$ cat src/shared/main_clock_pkg.sv
// Constants and helpers for the main clock control block
package main_clock_pkg;

	// ------------------------------------------------------------
	// Register indexes (byte address is four times the index)
	// ------------------------------------------------------------
	localparam logic [5:0] IDX_CTRL_A     = 6'h00;
	localparam logic [5:0] IDX_CTRL_B     = 6'h01;
	localparam logic [5:0] IDX_CTRL_C     = 6'h02;
	localparam logic [5:0] IDX_IRQ_CTRL   = 6'h03;
	localparam logic [5:0] IDX_IRQ_FLAGS  = 6'h04;
	localparam logic [5:0] IDX_STATUS     = 6'h05;
	localparam logic [5:0] IDX_IFAST_CTRL = 6'h08;
	localparam logic [5:0] IDX_IFAST_TRIM = 6'h09;
	localparam logic [5:0] IDX_PLL_CTRL   = 6'h10;
	localparam logic [5:0] IDX_ISLOW_CTRL = 6'h18;
	localparam logic [5:0] IDX_XSLOW_CTRL = 6'h1C;
	localparam logic [5:0] IDX_XFAST_CTRL = 6'h20;

	// ------------------------------------------------------------
	// Field positions
	// ------------------------------------------------------------
	localparam int POS_CLOCK_PIN_OUTPUT_ENABLE_EN  = 7;
	localparam int POS_SRC_LO     = 0;
	localparam int POS_PEN        = 0;
	localparam int POS_PRESCALE_DIVISOR_LO    = 1;
	localparam int POS_CFD_EN     = 0;
	localparam int POS_CFD_TST    = 1;
	localparam int POS_CFD_SRC_LO = 2;
	localparam int POS_IRQ_EN     = 0;
	localparam int POS_IRQ_KIND   = 7;
	localparam int POS_IRQ_FLAG   = 0;

	// ------------------------------------------------------------
	// Reset values
	// ------------------------------------------------------------
	localparam logic [7:0] RST_ZERO       = 8'h00;
	localparam logic [7:0] RST_IFAST_CTRL = 8'h0C;

	// ------------------------------------------------------------
	// Codes
	// ------------------------------------------------------------
	localparam logic [3:0] SRC_INT_FAST  = 4'h0;
	localparam logic [3:0] SRC_INT_SLOW  = 4'h1;
	localparam logic [3:0] SRC_EXT_SLOW  = 4'h2;
	localparam logic [3:0] SRC_EXT_FAST  = 4'h3;
	localparam logic [1:0] MON_MAIN      = 2'h0;
	localparam logic [1:0] MON_EXT_FAST  = 2'h1;
	localparam logic [1:0] MON_EXT_SLOW  = 2'h2;
	localparam logic [1:0] MON_RESERVED  = 2'h3;

	// Prescaler ratio from divisor code, zero for reserved codes
	function automatic logic [6:0] div_ratio(input logic [3:0] code);
		case (code)
			4'h0:    div_ratio = 7'h02;
			4'h1:    div_ratio = 7'h04;
			4'h2:    div_ratio = 7'h08;
			4'h3:    div_ratio = 7'h10;
			4'h4:    div_ratio = 7'h20;
			4'h5:    div_ratio = 7'h40;
			4'h8:    div_ratio = 7'h06;
			4'h9:    div_ratio = 7'h0A;
			4'hA:    div_ratio = 7'h0C;
			4'hB:    div_ratio = 7'h18;
			4'hC:    div_ratio = 7'h30;
			default: div_ratio = 7'h00;
		endcase
	endfunction

endpackage

$ cat src/shared/prescale_if.sv
// Link between the control registers and the prescaler
`timescale 1ns/1ps
`default_nettype none
interface prescale_if;
	logic       prescale_enable;
	logic [3:0] prescale_divisor;
	logic       tick;

	modport ctrl (output prescale_enable, output prescale_divisor, input tick);
	modport div  (input prescale_enable, input prescale_divisor, output tick);
endinterface
`default_nettype wire

$ cat src/hdl/main_clock_prescaler.sv
// Main clock prescaler producing the peripheral clock enable
`timescale 1ns/1ps
`default_nettype none
module main_clock_prescaler (
	input  wire logic clk,
	input  wire logic rst_b,
	prescale_if.div   pif
);
	import main_clock_pkg::*;

	logic [6:0] count_q;
	logic [6:0] ratio;

	assign ratio = div_ratio(pif.prescale_divisor);

	// ------------------------------------------------------------
	// Divider
	// ------------------------------------------------------------
	always_ff @(posedge clk) begin
		if (!rst_b) begin
			count_q  <= 7'h00;
			pif.tick <= 1'b1;
		end else if (!pif.prescale_enable || ratio == 7'h00) begin
			count_q  <= 7'h00;
			pif.tick <= 1'b1;
		end else if (count_q >= ratio - 7'h01) begin
			count_q  <= 7'h00;
			pif.tick <= 1'b1;
		end else begin
			count_q  <= count_q + 7'h01;
			pif.tick <= 1'b0;
		end
	end
endmodule // main_clock_prescaler
`default_nettype wire

$ cat src/hdl/main_clock_select_and_failure_detect.sv
// Main clock select, prescaler control and clock failure detection
`timescale 1ns/1ps
`default_nettype none
module main_clock_select_and_failure_detect #(
	parameter logic [3:0] STARTUP_SOURCE = main_clock_pkg::SRC_INT_FAST
) (
	input  wire logic        clk,
	input  wire logic        rst_b,
	input  wire logic [7:0]  avs_address,
	input  wire logic        avs_read,
	input  wire logic        avs_write,
	input  wire logic [31:0] avs_writedata,
	input  wire logic [3:0]  avs_byteenable,
	output logic      [31:0] avs_readdata,
	output logic             avs_waitrequest,
	input  wire logic        config_change_guard_open,
	input  wire logic        main_clock_alive,
	input  wire logic        external_fast_osc_alive,
	input  wire logic        external_slow_xtal_alive,
	input  wire logic [5:0]  osc_status_in,
	output logic      [3:0]  main_source_select,
	output logic             clock_pin_output_enable,
	output logic             peripheral_clock,
	output logic             failure_detect_active,
	output logic             failure_irq,
	output logic             failure_nmi
);
	import main_clock_pkg::*;

	// ------------------------------------------------------------
	// Registers
	// ------------------------------------------------------------
	logic       clock_pin_output_enable_en_q;
	logic [3:0] src_sel_q;
	logic       presc_en_q;
	logic [3:0] presc_div_q;
	logic       cfd_en_q;
	logic       cfd_tst_q;
	logic [1:0] cfd_src_q;
	logic       irq_en_q;
	logic       irq_kind_q;
	logic       irq_flag_q;
	logic       lock_q;
	logic [7:0] ifast_ctrl_q;
	logic [7:0] ifast_trim_q;
	logic [7:0] pll_ctrl_q;
	logic [7:0] islow_ctrl_q;
	logic [7:0] xslow_ctrl_q;
	logic [7:0] xfast_ctrl_q;
	logic       ack_q;
	logic [7:0] rdata_q;

	// Synchronisers
	logic [2:0] alive_meta_q;
	logic [2:0] alive_q;
	logic [5:0] status_meta_q;
	logic [5:0] status_q;

	// ------------------------------------------------------------
	// Bus decode
	// ------------------------------------------------------------
	logic [5:0] idx;
	logic [7:0] wdata;
	logic       req;
	logic       wr_go;
	logic       guarded;
	logic       wr_ok;
	logic       fail_now;
	logic       main_fail;
	logic       mon_alive;
	logic [7:0] rd_mux;

	assign idx   = avs_address[7:2];
	assign wdata = avs_writedata[7:0];
	assign req   = avs_read | avs_write;
	assign wr_go = avs_write & ack_q & avs_byteenable[0];

	assign avs_waitrequest = req & ~ack_q;

	function automatic logic is_guarded(input logic [5:0] i);
		case (i)
			IDX_CTRL_A, IDX_CTRL_B, IDX_CTRL_C, IDX_IRQ_CTRL,
			IDX_IFAST_CTRL, IDX_PLL_CTRL, IDX_ISLOW_CTRL,
			IDX_XSLOW_CTRL, IDX_XFAST_CTRL: is_guarded = 1'b1;
			default:                        is_guarded = 1'b0;
		endcase
	endfunction

	function automatic logic wr_hit(input logic [5:0] i, input logic [5:0] target);
		wr_hit = (i == target);
	endfunction

	assign guarded = is_guarded(idx);
	assign wr_ok   = wr_go & (~guarded | config_change_guard_open);

	// ------------------------------------------------------------
	// Bus handshake
	// ------------------------------------------------------------
	always_ff @(posedge clk) begin
		if (!rst_b) begin
			ack_q <= 1'b0;
		end else begin
			ack_q <= req & ~ack_q;
		end
	end

	always_ff @(posedge clk) begin
		if (!rst_b) begin
			rdata_q <= RST_ZERO;
		end else if (avs_read & ~ack_q) begin
			rdata_q <= rd_mux;
		end
	end

	assign avs_readdata = {24'h000000, rdata_q};

	// ------------------------------------------------------------
	// Input synchronisers
	// ------------------------------------------------------------
	always_ff @(posedge clk) begin
		if (!rst_b) begin
			alive_meta_q  <= 3'h0;
			alive_q       <= 3'h0;
			status_meta_q <= 6'h00;
			status_q      <= 6'h00;
		end else begin
			alive_meta_q  <= {external_slow_xtal_alive, external_fast_osc_alive,
				main_clock_alive};
			alive_q       <= alive_meta_q;
			status_meta_q <= osc_status_in;
			status_q      <= status_meta_q;
		end
	end

	// ------------------------------------------------------------
	// Failure detection
	// ------------------------------------------------------------
	always_comb begin
		case (cfd_src_q)
			MON_MAIN:     mon_alive = alive_q[0];
			MON_EXT_FAST: mon_alive = alive_q[1];
			MON_EXT_SLOW: mon_alive = alive_q[2];
			default:      mon_alive = 1'b1;
		endcase
	end

	assign fail_now  = cfd_en_q & (cfd_tst_q | ~mon_alive);
	assign main_fail = fail_now & (cfd_src_q == MON_MAIN);

	assign failure_detect_active = cfd_en_q;

	// ------------------------------------------------------------
	// Main control A
	// ------------------------------------------------------------
	always_ff @(posedge clk) begin
		if (!rst_b) begin
			clock_pin_output_enable_en_q <= RST_ZERO[POS_CLOCK_PIN_OUTPUT_ENABLE_EN];
		end else if (main_fail) begin
			clock_pin_output_enable_en_q <= 1'b0;
		end else if (wr_ok && wr_hit(idx, IDX_CTRL_A)) begin
			clock_pin_output_enable_en_q <= wdata[POS_CLOCK_PIN_OUTPUT_ENABLE_EN];
		end
	end

	always_ff @(posedge clk) begin
		if (!rst_b) begin
			src_sel_q <= RST_ZERO[3:0];
		end else if (main_fail) begin
			src_sel_q <= STARTUP_SOURCE;
		end else if (wr_ok && wr_hit(idx, IDX_CTRL_A)
			&& wdata[POS_SRC_LO +: 4] <= SRC_EXT_FAST) begin
			src_sel_q <= wdata[POS_SRC_LO +: 4];
		end
	end

	assign main_source_select      = src_sel_q;
	assign clock_pin_output_enable = clock_pin_output_enable_en_q;

	// ------------------------------------------------------------
	// Main control B
	// ------------------------------------------------------------
	always_ff @(posedge clk) begin
		if (!rst_b) begin
			presc_en_q <= RST_ZERO[POS_PEN];
		end else if (wr_ok && wr_hit(idx, IDX_CTRL_B)) begin
			presc_en_q <= wdata[POS_PEN];
		end
	end

	always_ff @(posedge clk) begin
		if (!rst_b) begin
			presc_div_q <= RST_ZERO[3:0];
		end else if (wr_ok && wr_hit(idx, IDX_CTRL_B)
			&& div_ratio(wdata[POS_PRESCALE_DIVISOR_LO +: 4]) != 7'h00) begin
			presc_div_q <= wdata[POS_PRESCALE_DIVISOR_LO +: 4];
		end
	end

	// ------------------------------------------------------------
	// Main control C
	// ------------------------------------------------------------
	always_ff @(posedge clk) begin
		if (!rst_b) begin
			lock_q <= 1'b0;
		end else if (cfd_en_q & irq_en_q & irq_kind_q) begin
			lock_q <= 1'b1;
		end
	end

	always_ff @(posedge clk) begin
		if (!rst_b) begin
			cfd_en_q <= RST_ZERO[POS_CFD_EN];
		end else if (wr_ok && wr_hit(idx, IDX_CTRL_C) && !lock_q) begin
			cfd_en_q <= wdata[POS_CFD_EN];
		end
	end

	always_ff @(posedge clk) begin
		if (!rst_b) begin
			cfd_tst_q <= RST_ZERO[POS_CFD_TST];
		end else if (wr_ok && wr_hit(idx, IDX_CTRL_C)) begin
			cfd_tst_q <= wdata[POS_CFD_TST];
		end
	end

	always_ff @(posedge clk) begin
		if (!rst_b) begin
			cfd_src_q <= RST_ZERO[1:0];
		end else if (wr_ok && wr_hit(idx, IDX_CTRL_C) && !lock_q
			&& wdata[POS_CFD_SRC_LO +: 2] != MON_RESERVED) begin
			cfd_src_q <= wdata[POS_CFD_SRC_LO +: 2];
		end
	end

	// ------------------------------------------------------------
	// Interrupt control and flag
	// ------------------------------------------------------------
	always_ff @(posedge clk) begin
		if (!rst_b) begin
			irq_en_q   <= RST_ZERO[POS_IRQ_EN];
			irq_kind_q <= RST_ZERO[POS_IRQ_KIND];
		end else if (wr_ok && wr_hit(idx, IDX_IRQ_CTRL) && !lock_q) begin
			irq_en_q   <= wdata[POS_IRQ_EN];
			irq_kind_q <= wdata[POS_IRQ_KIND];
		end
	end

	always_ff @(posedge clk) begin
		if (!rst_b) begin
			irq_flag_q <= RST_ZERO[POS_IRQ_FLAG];
		end else if (fail_now) begin
			irq_flag_q <= 1'b1;
		end else if (wr_ok && wr_hit(idx, IDX_IRQ_FLAGS) && wdata[POS_IRQ_FLAG]) begin
			irq_flag_q <= 1'b0;
		end
	end

	assign failure_irq = irq_flag_q & irq_en_q & ~irq_kind_q;
	assign failure_nmi = irq_flag_q & irq_en_q & irq_kind_q;

	// ------------------------------------------------------------
	// Oscillator registers, storage only
	// ------------------------------------------------------------
	always_ff @(posedge clk) begin
		if (!rst_b) begin
			ifast_ctrl_q <= RST_IFAST_CTRL;
			ifast_trim_q <= RST_ZERO;
			pll_ctrl_q   <= RST_ZERO;
			islow_ctrl_q <= RST_ZERO;
			xslow_ctrl_q <= RST_ZERO;
			xfast_ctrl_q <= RST_ZERO;
		end else if (wr_ok) begin
			case (idx)
				IDX_IFAST_CTRL: ifast_ctrl_q <= wdata;
				IDX_IFAST_TRIM: ifast_trim_q <= wdata;
				IDX_PLL_CTRL:   pll_ctrl_q   <= wdata;
				IDX_ISLOW_CTRL: islow_ctrl_q <= wdata;
				IDX_XSLOW_CTRL: xslow_ctrl_q <= wdata;
				IDX_XFAST_CTRL: xfast_ctrl_q <= wdata;
				default:        ifast_ctrl_q <= ifast_ctrl_q;
			endcase
		end
	end

	// ------------------------------------------------------------
	// Read mux
	// ------------------------------------------------------------
	always_comb begin
		rd_mux = RST_ZERO;
		case (idx)
			IDX_CTRL_A: begin
				rd_mux[POS_CLOCK_PIN_OUTPUT_ENABLE_EN]    = clock_pin_output_enable_en_q;
				rd_mux[POS_SRC_LO +: 4]  = src_sel_q;
			end
			IDX_CTRL_B: begin
				rd_mux[POS_PEN]          = presc_en_q;
				rd_mux[POS_PRESCALE_DIVISOR_LO +: 4] = presc_div_q;
			end
			IDX_CTRL_C: begin
				rd_mux[POS_CFD_EN]         = cfd_en_q;
				rd_mux[POS_CFD_TST]        = cfd_tst_q;
				rd_mux[POS_CFD_SRC_LO +: 2] = cfd_src_q;
			end
			IDX_IRQ_CTRL: begin
				rd_mux[POS_IRQ_EN]   = irq_en_q;
				rd_mux[POS_IRQ_KIND] = irq_kind_q;
			end
			IDX_IRQ_FLAGS:  rd_mux[POS_IRQ_FLAG] = irq_flag_q;
			IDX_STATUS:     rd_mux = {2'b00, status_q};
			IDX_IFAST_CTRL: rd_mux = ifast_ctrl_q;
			IDX_IFAST_TRIM: rd_mux = ifast_trim_q;
			IDX_PLL_CTRL:   rd_mux = pll_ctrl_q;
			IDX_ISLOW_CTRL: rd_mux = islow_ctrl_q;
			IDX_XSLOW_CTRL: rd_mux = xslow_ctrl_q;
			IDX_XFAST_CTRL: rd_mux = xfast_ctrl_q;
			default:        rd_mux = RST_ZERO;
		endcase
	end

	// ------------------------------------------------------------
	// Prescaler
	// ------------------------------------------------------------
	prescale_if pif ();

	assign pif.prescale_enable  = presc_en_q;
	assign pif.prescale_divisor = presc_div_q;
	assign peripheral_clock     = pif.tick;

	main_clock_prescaler u_prescaler (
		.clk   (clk),
		.rst_b (rst_b),
		.pif   (pif.div)
	);

endmodule // main_clock_select_and_failure_detect
`default_nettype wire

$ cat config.mk
export PLATFORM = sky130hd
export DESIGN_NAME = main_clock_select_and_failure_detect
export DESIGN_NICKNAME = d
export VERILOG_FILES = /design/src/shared/main_clock_pkg.sv /design/src/shared/prescale_if.sv /design/src/hdl/main_clock_prescaler.sv /design/src/hdl/main_clock_select_and_failure_detect.sv
export SDC_FILE = /design/constraint.sdc
export NUM_CORES = 1
export LEC_CHECK = 0
export BUFFER_PORTS_ARGS = -buffer_cell sky130_fd_sc_hd__buf_2
export CAP_MARGIN = 10
export CELL_PAD_IN_SITES_DETAIL_PLACEMENT = 0
export CELL_PAD_IN_SITES_GLOBAL_PLACEMENT = 1
export CORE_UTILIZATION = 45
export CTS_CLUSTER_DIAMETER = 40
export DETAILED_ROUTE_END_ITERATION = 16
export HOLD_SLACK_MARGIN = 0.06
export PLACE_DENSITY_LB_ADDON = 0.1
export SLEW_MARGIN = 20
export SYNTH_ARGS = -nofsm -noshare
export SYNTH_HDL_FRONTEND = slang
export SYNTH_SLANG_ARGS = --single-unit
$ cat constraint.sdc
create_clock -name clk -period 8.05 [get_ports clk]
set_input_delay 2.415 -clock clk [delete_from_list [all_inputs] [get_ports clk]]
set_output_delay 2.415 -clock clk [all_outputs]
set_load 0.03 [all_outputs]
==> metrics <==
Startpoint Class input port; Power, Total 930 uW; Post-Syn Area per Cell 9.30 um^2; PortBufs 46; cell family with most CP delay buffers and inverters; I/O pin count 100; Cells after DPL 697; Worst EP arrival 2.88 ns; fin worst setup slack 2.76 ns; share of layout cells above drive strength 1 0.126; Vias/cell 5.47; Rel. slew slack 0.375; WL met1 6140 um; worst skew pair latency 0.39 ns; critical path data required time 5.64 ns; Hold Crit Class register to register; Met2 Wirelength 5700 um; Max Cap Violations 0; area delta synth->final 7.46%; most frequent cells in the layout 107 x dfxtp_1, 46 x mux2i_1, 46 x nor2b_1, 46 x buf_2, 28 x and3_1; largest net degree at the start of global routing 79; diode count 0; critical setup path kind input port to output port; Die X 108 um; DR pass1 iterations 5; Top FF cell, synth dfxtp_1; Post-synth ARST share 0; total CTS buffers 9; hold_buf cts 0; dominant cell type by area after synthesis dfxtp_1; worst path cell trace buf_2 -> nor2_1 -> nor2_1 -> buf_2; register area share after synthesis 0.424; Area contributors post-synth dfxtp_1 42%, mux2i_1 9.1%, nor2b_1 5.7%; Post-Layout Cell Count 712; post-route setup TNS 0 ns; number of distinct library cells after synthesis 60; clock tree buffer depth 2; final core utilization 0.498; simple-gate share of the synthesized area 0.239; Yosys top cell area share 0.424; initial antenna violation count 0; post-route ant nets 0; first-pass GRT wire length 20,200 um; VDD IR-drop max 0.000103 V; Clock transition at path regs 0.09 ns; Via Count 3,893; Buf/Inv on CP 2; met3 routed WL 677 um; htree depth 3; status complete, no violations; Total Routing Usage GR 0.235; multiplexer area fraction after synthesis 0.0934; Yosys reg bits 107; main combinational cell family by area after synthesis simple AND/OR/NAND/NOR gates; RSZ-0062 raised after global routing no; final period utilization 0.658; Worst path slowest cell buf_2; GP Congestion 0.827; commonest non-fill, non-tap cell in the layout dfxtp_1; final setup vio count 0; Final Hold Viols 0; root buf cell clkbuf_8; Routed WL 12,700 um; Synth Cell Area 5050 um^2; Post-Syn Instances 543; pre-CTS setup slack 2.75 ns; clock sink count 107; starting density of the core 0.464; Fin Clk Skew 0.0105 ns; post-CTS resize count 0; Residual DRC 0; xor/xnor share of the synthesized area 0.0156; CP endpoint kind output port; vias in the first global route 3,548; die area 11,700 um^2; Setup Fix Bufs, Post-CTS 0; Highest Signal Layer met4; Fill cells 1,036; CP max stage delay 0.21 ns; storage element area 2140 um^2; Placement Rows 38; min Tclk post-route 5.29 ns; Adder-Cell Fraction of Synth Area 0.0223; total gr overflow 0; Worst Max-Slew Pin Slew 0.929 ns; Placeable Area 10,900 um^2; fmax 189 MHz; compound-cell area share of the yosys netlist 0.132; Post-synth EDFFs 0; Initial DRC Count 354; PD cells 171 nW/um^2; die height 108 um; Pleak 2.39 nW; drt wl/cell 17.9 um; CTS tree built; CP Max Fanout 3; Slew Viols, Final 0; YS warnings 0; hpwl dp 8730 um; area of the multi-input gates 2630 um^2; fin nets 635
-- final cells by class --
| class | instances | area share |
|---|---|---|
| well taps | 140 | 0.0323 |
| repair buffers | 51 | 0.0493 |
| flip-flops and latches | 107 | 0.395 |
| clock inverters | 1 | 0.00138 |
| clock buffers | 14 | 0.0318 |
| multi-input cells | 390 | 0.484 |
| inverters | 9 | 0.00623 |
-- layer usage --
layer / global-route usage / vias to the layer above
li1: - / 1926
met1: 0.335 / 1847
met2: 0.356 / 106
met3: 0.0380 / 14
met4: 0.0881 / 0
met5: 0 / -
-- worst paths after layout --
check             cells after the start                     end                 start  slack [ns]
hold reg to reg                       1             status_q[1]      status_meta_q[1]        0.44
hold / removal                        1             status_q[1]      status_meta_q[1]        0.44
setup reg to reg                      7  u_prescaler.count_q[6]  u_prescaler.ratio[1]        5.96
setup / recovery                      4         avs_waitrequest             avs_write        2.76
-- synth_stat cells, drive strengths merged, types with 5 or more instances --
cell type and number:
clkbuf 31, mux2i 46, nand2 27, ha 9, xnor2 6, nor2b 47
o21ai 15, a2111oi 8, nor3 9, a22oi 9, buf 29, nor2 25
and3 28, a21oi 7, nand3 25, and2 27, a21boi 10, a31oi 5
inv 9, dfxtp 107
-- sequential cells by signal, indices dropped and copies added (netlist names), 6 cells and up --
register             count
ifast_ctrl_q             8
ifast_trim_q             8
islow_ctrl_q             8
pll_ctrl_q               8
rdata_q                  8
xfast_ctrl_q             8
xslow_ctrl_q             8
u_prescaler.count_q      7
status_meta_q            6
status_q                 6
u_prescaler.ratio        6
-- power by group --
part / switching (mW) / total, mW / internal [mW] / leakage (nW)
Clock: 0.178 / 0.314 / 0.137 / 0.0888
Combinational: 0.0566 / 0.0780 / 0.0215 / 1.43
Sequential: 0.00244 / 0.538 / 0.535 / 0.867
Total: 0.237 / 0.930 / 0.694 / 2.39
-- logic make-up (layout without fill, tap and decap cells) --
| logic type | after synthesis | after routing |
|---|---|---|
| compound gates | 88 | 88 |
| fa+ha+maj | 9 | 9 |
| flops | 107 | 107 |
| buf+inv | 69 | 75 |
| mux | 47 | 47 |
| simple gates | 213 | 213 |
| xor+xnor | 9 | 9 |
| other cells | 1 | 24 |
-- per-stage QoR --
step | hold slack, ns | instance area [um^2]
floorplan | 0.412 | 5140
global placement | 0.417 | 5250
global route | 0.464 | 5430
detailed placement | 0.418 | 5250
finish | 0.436 | 5430
CTS | 0.439 | 5430
(Power assumes the default switching activity.)
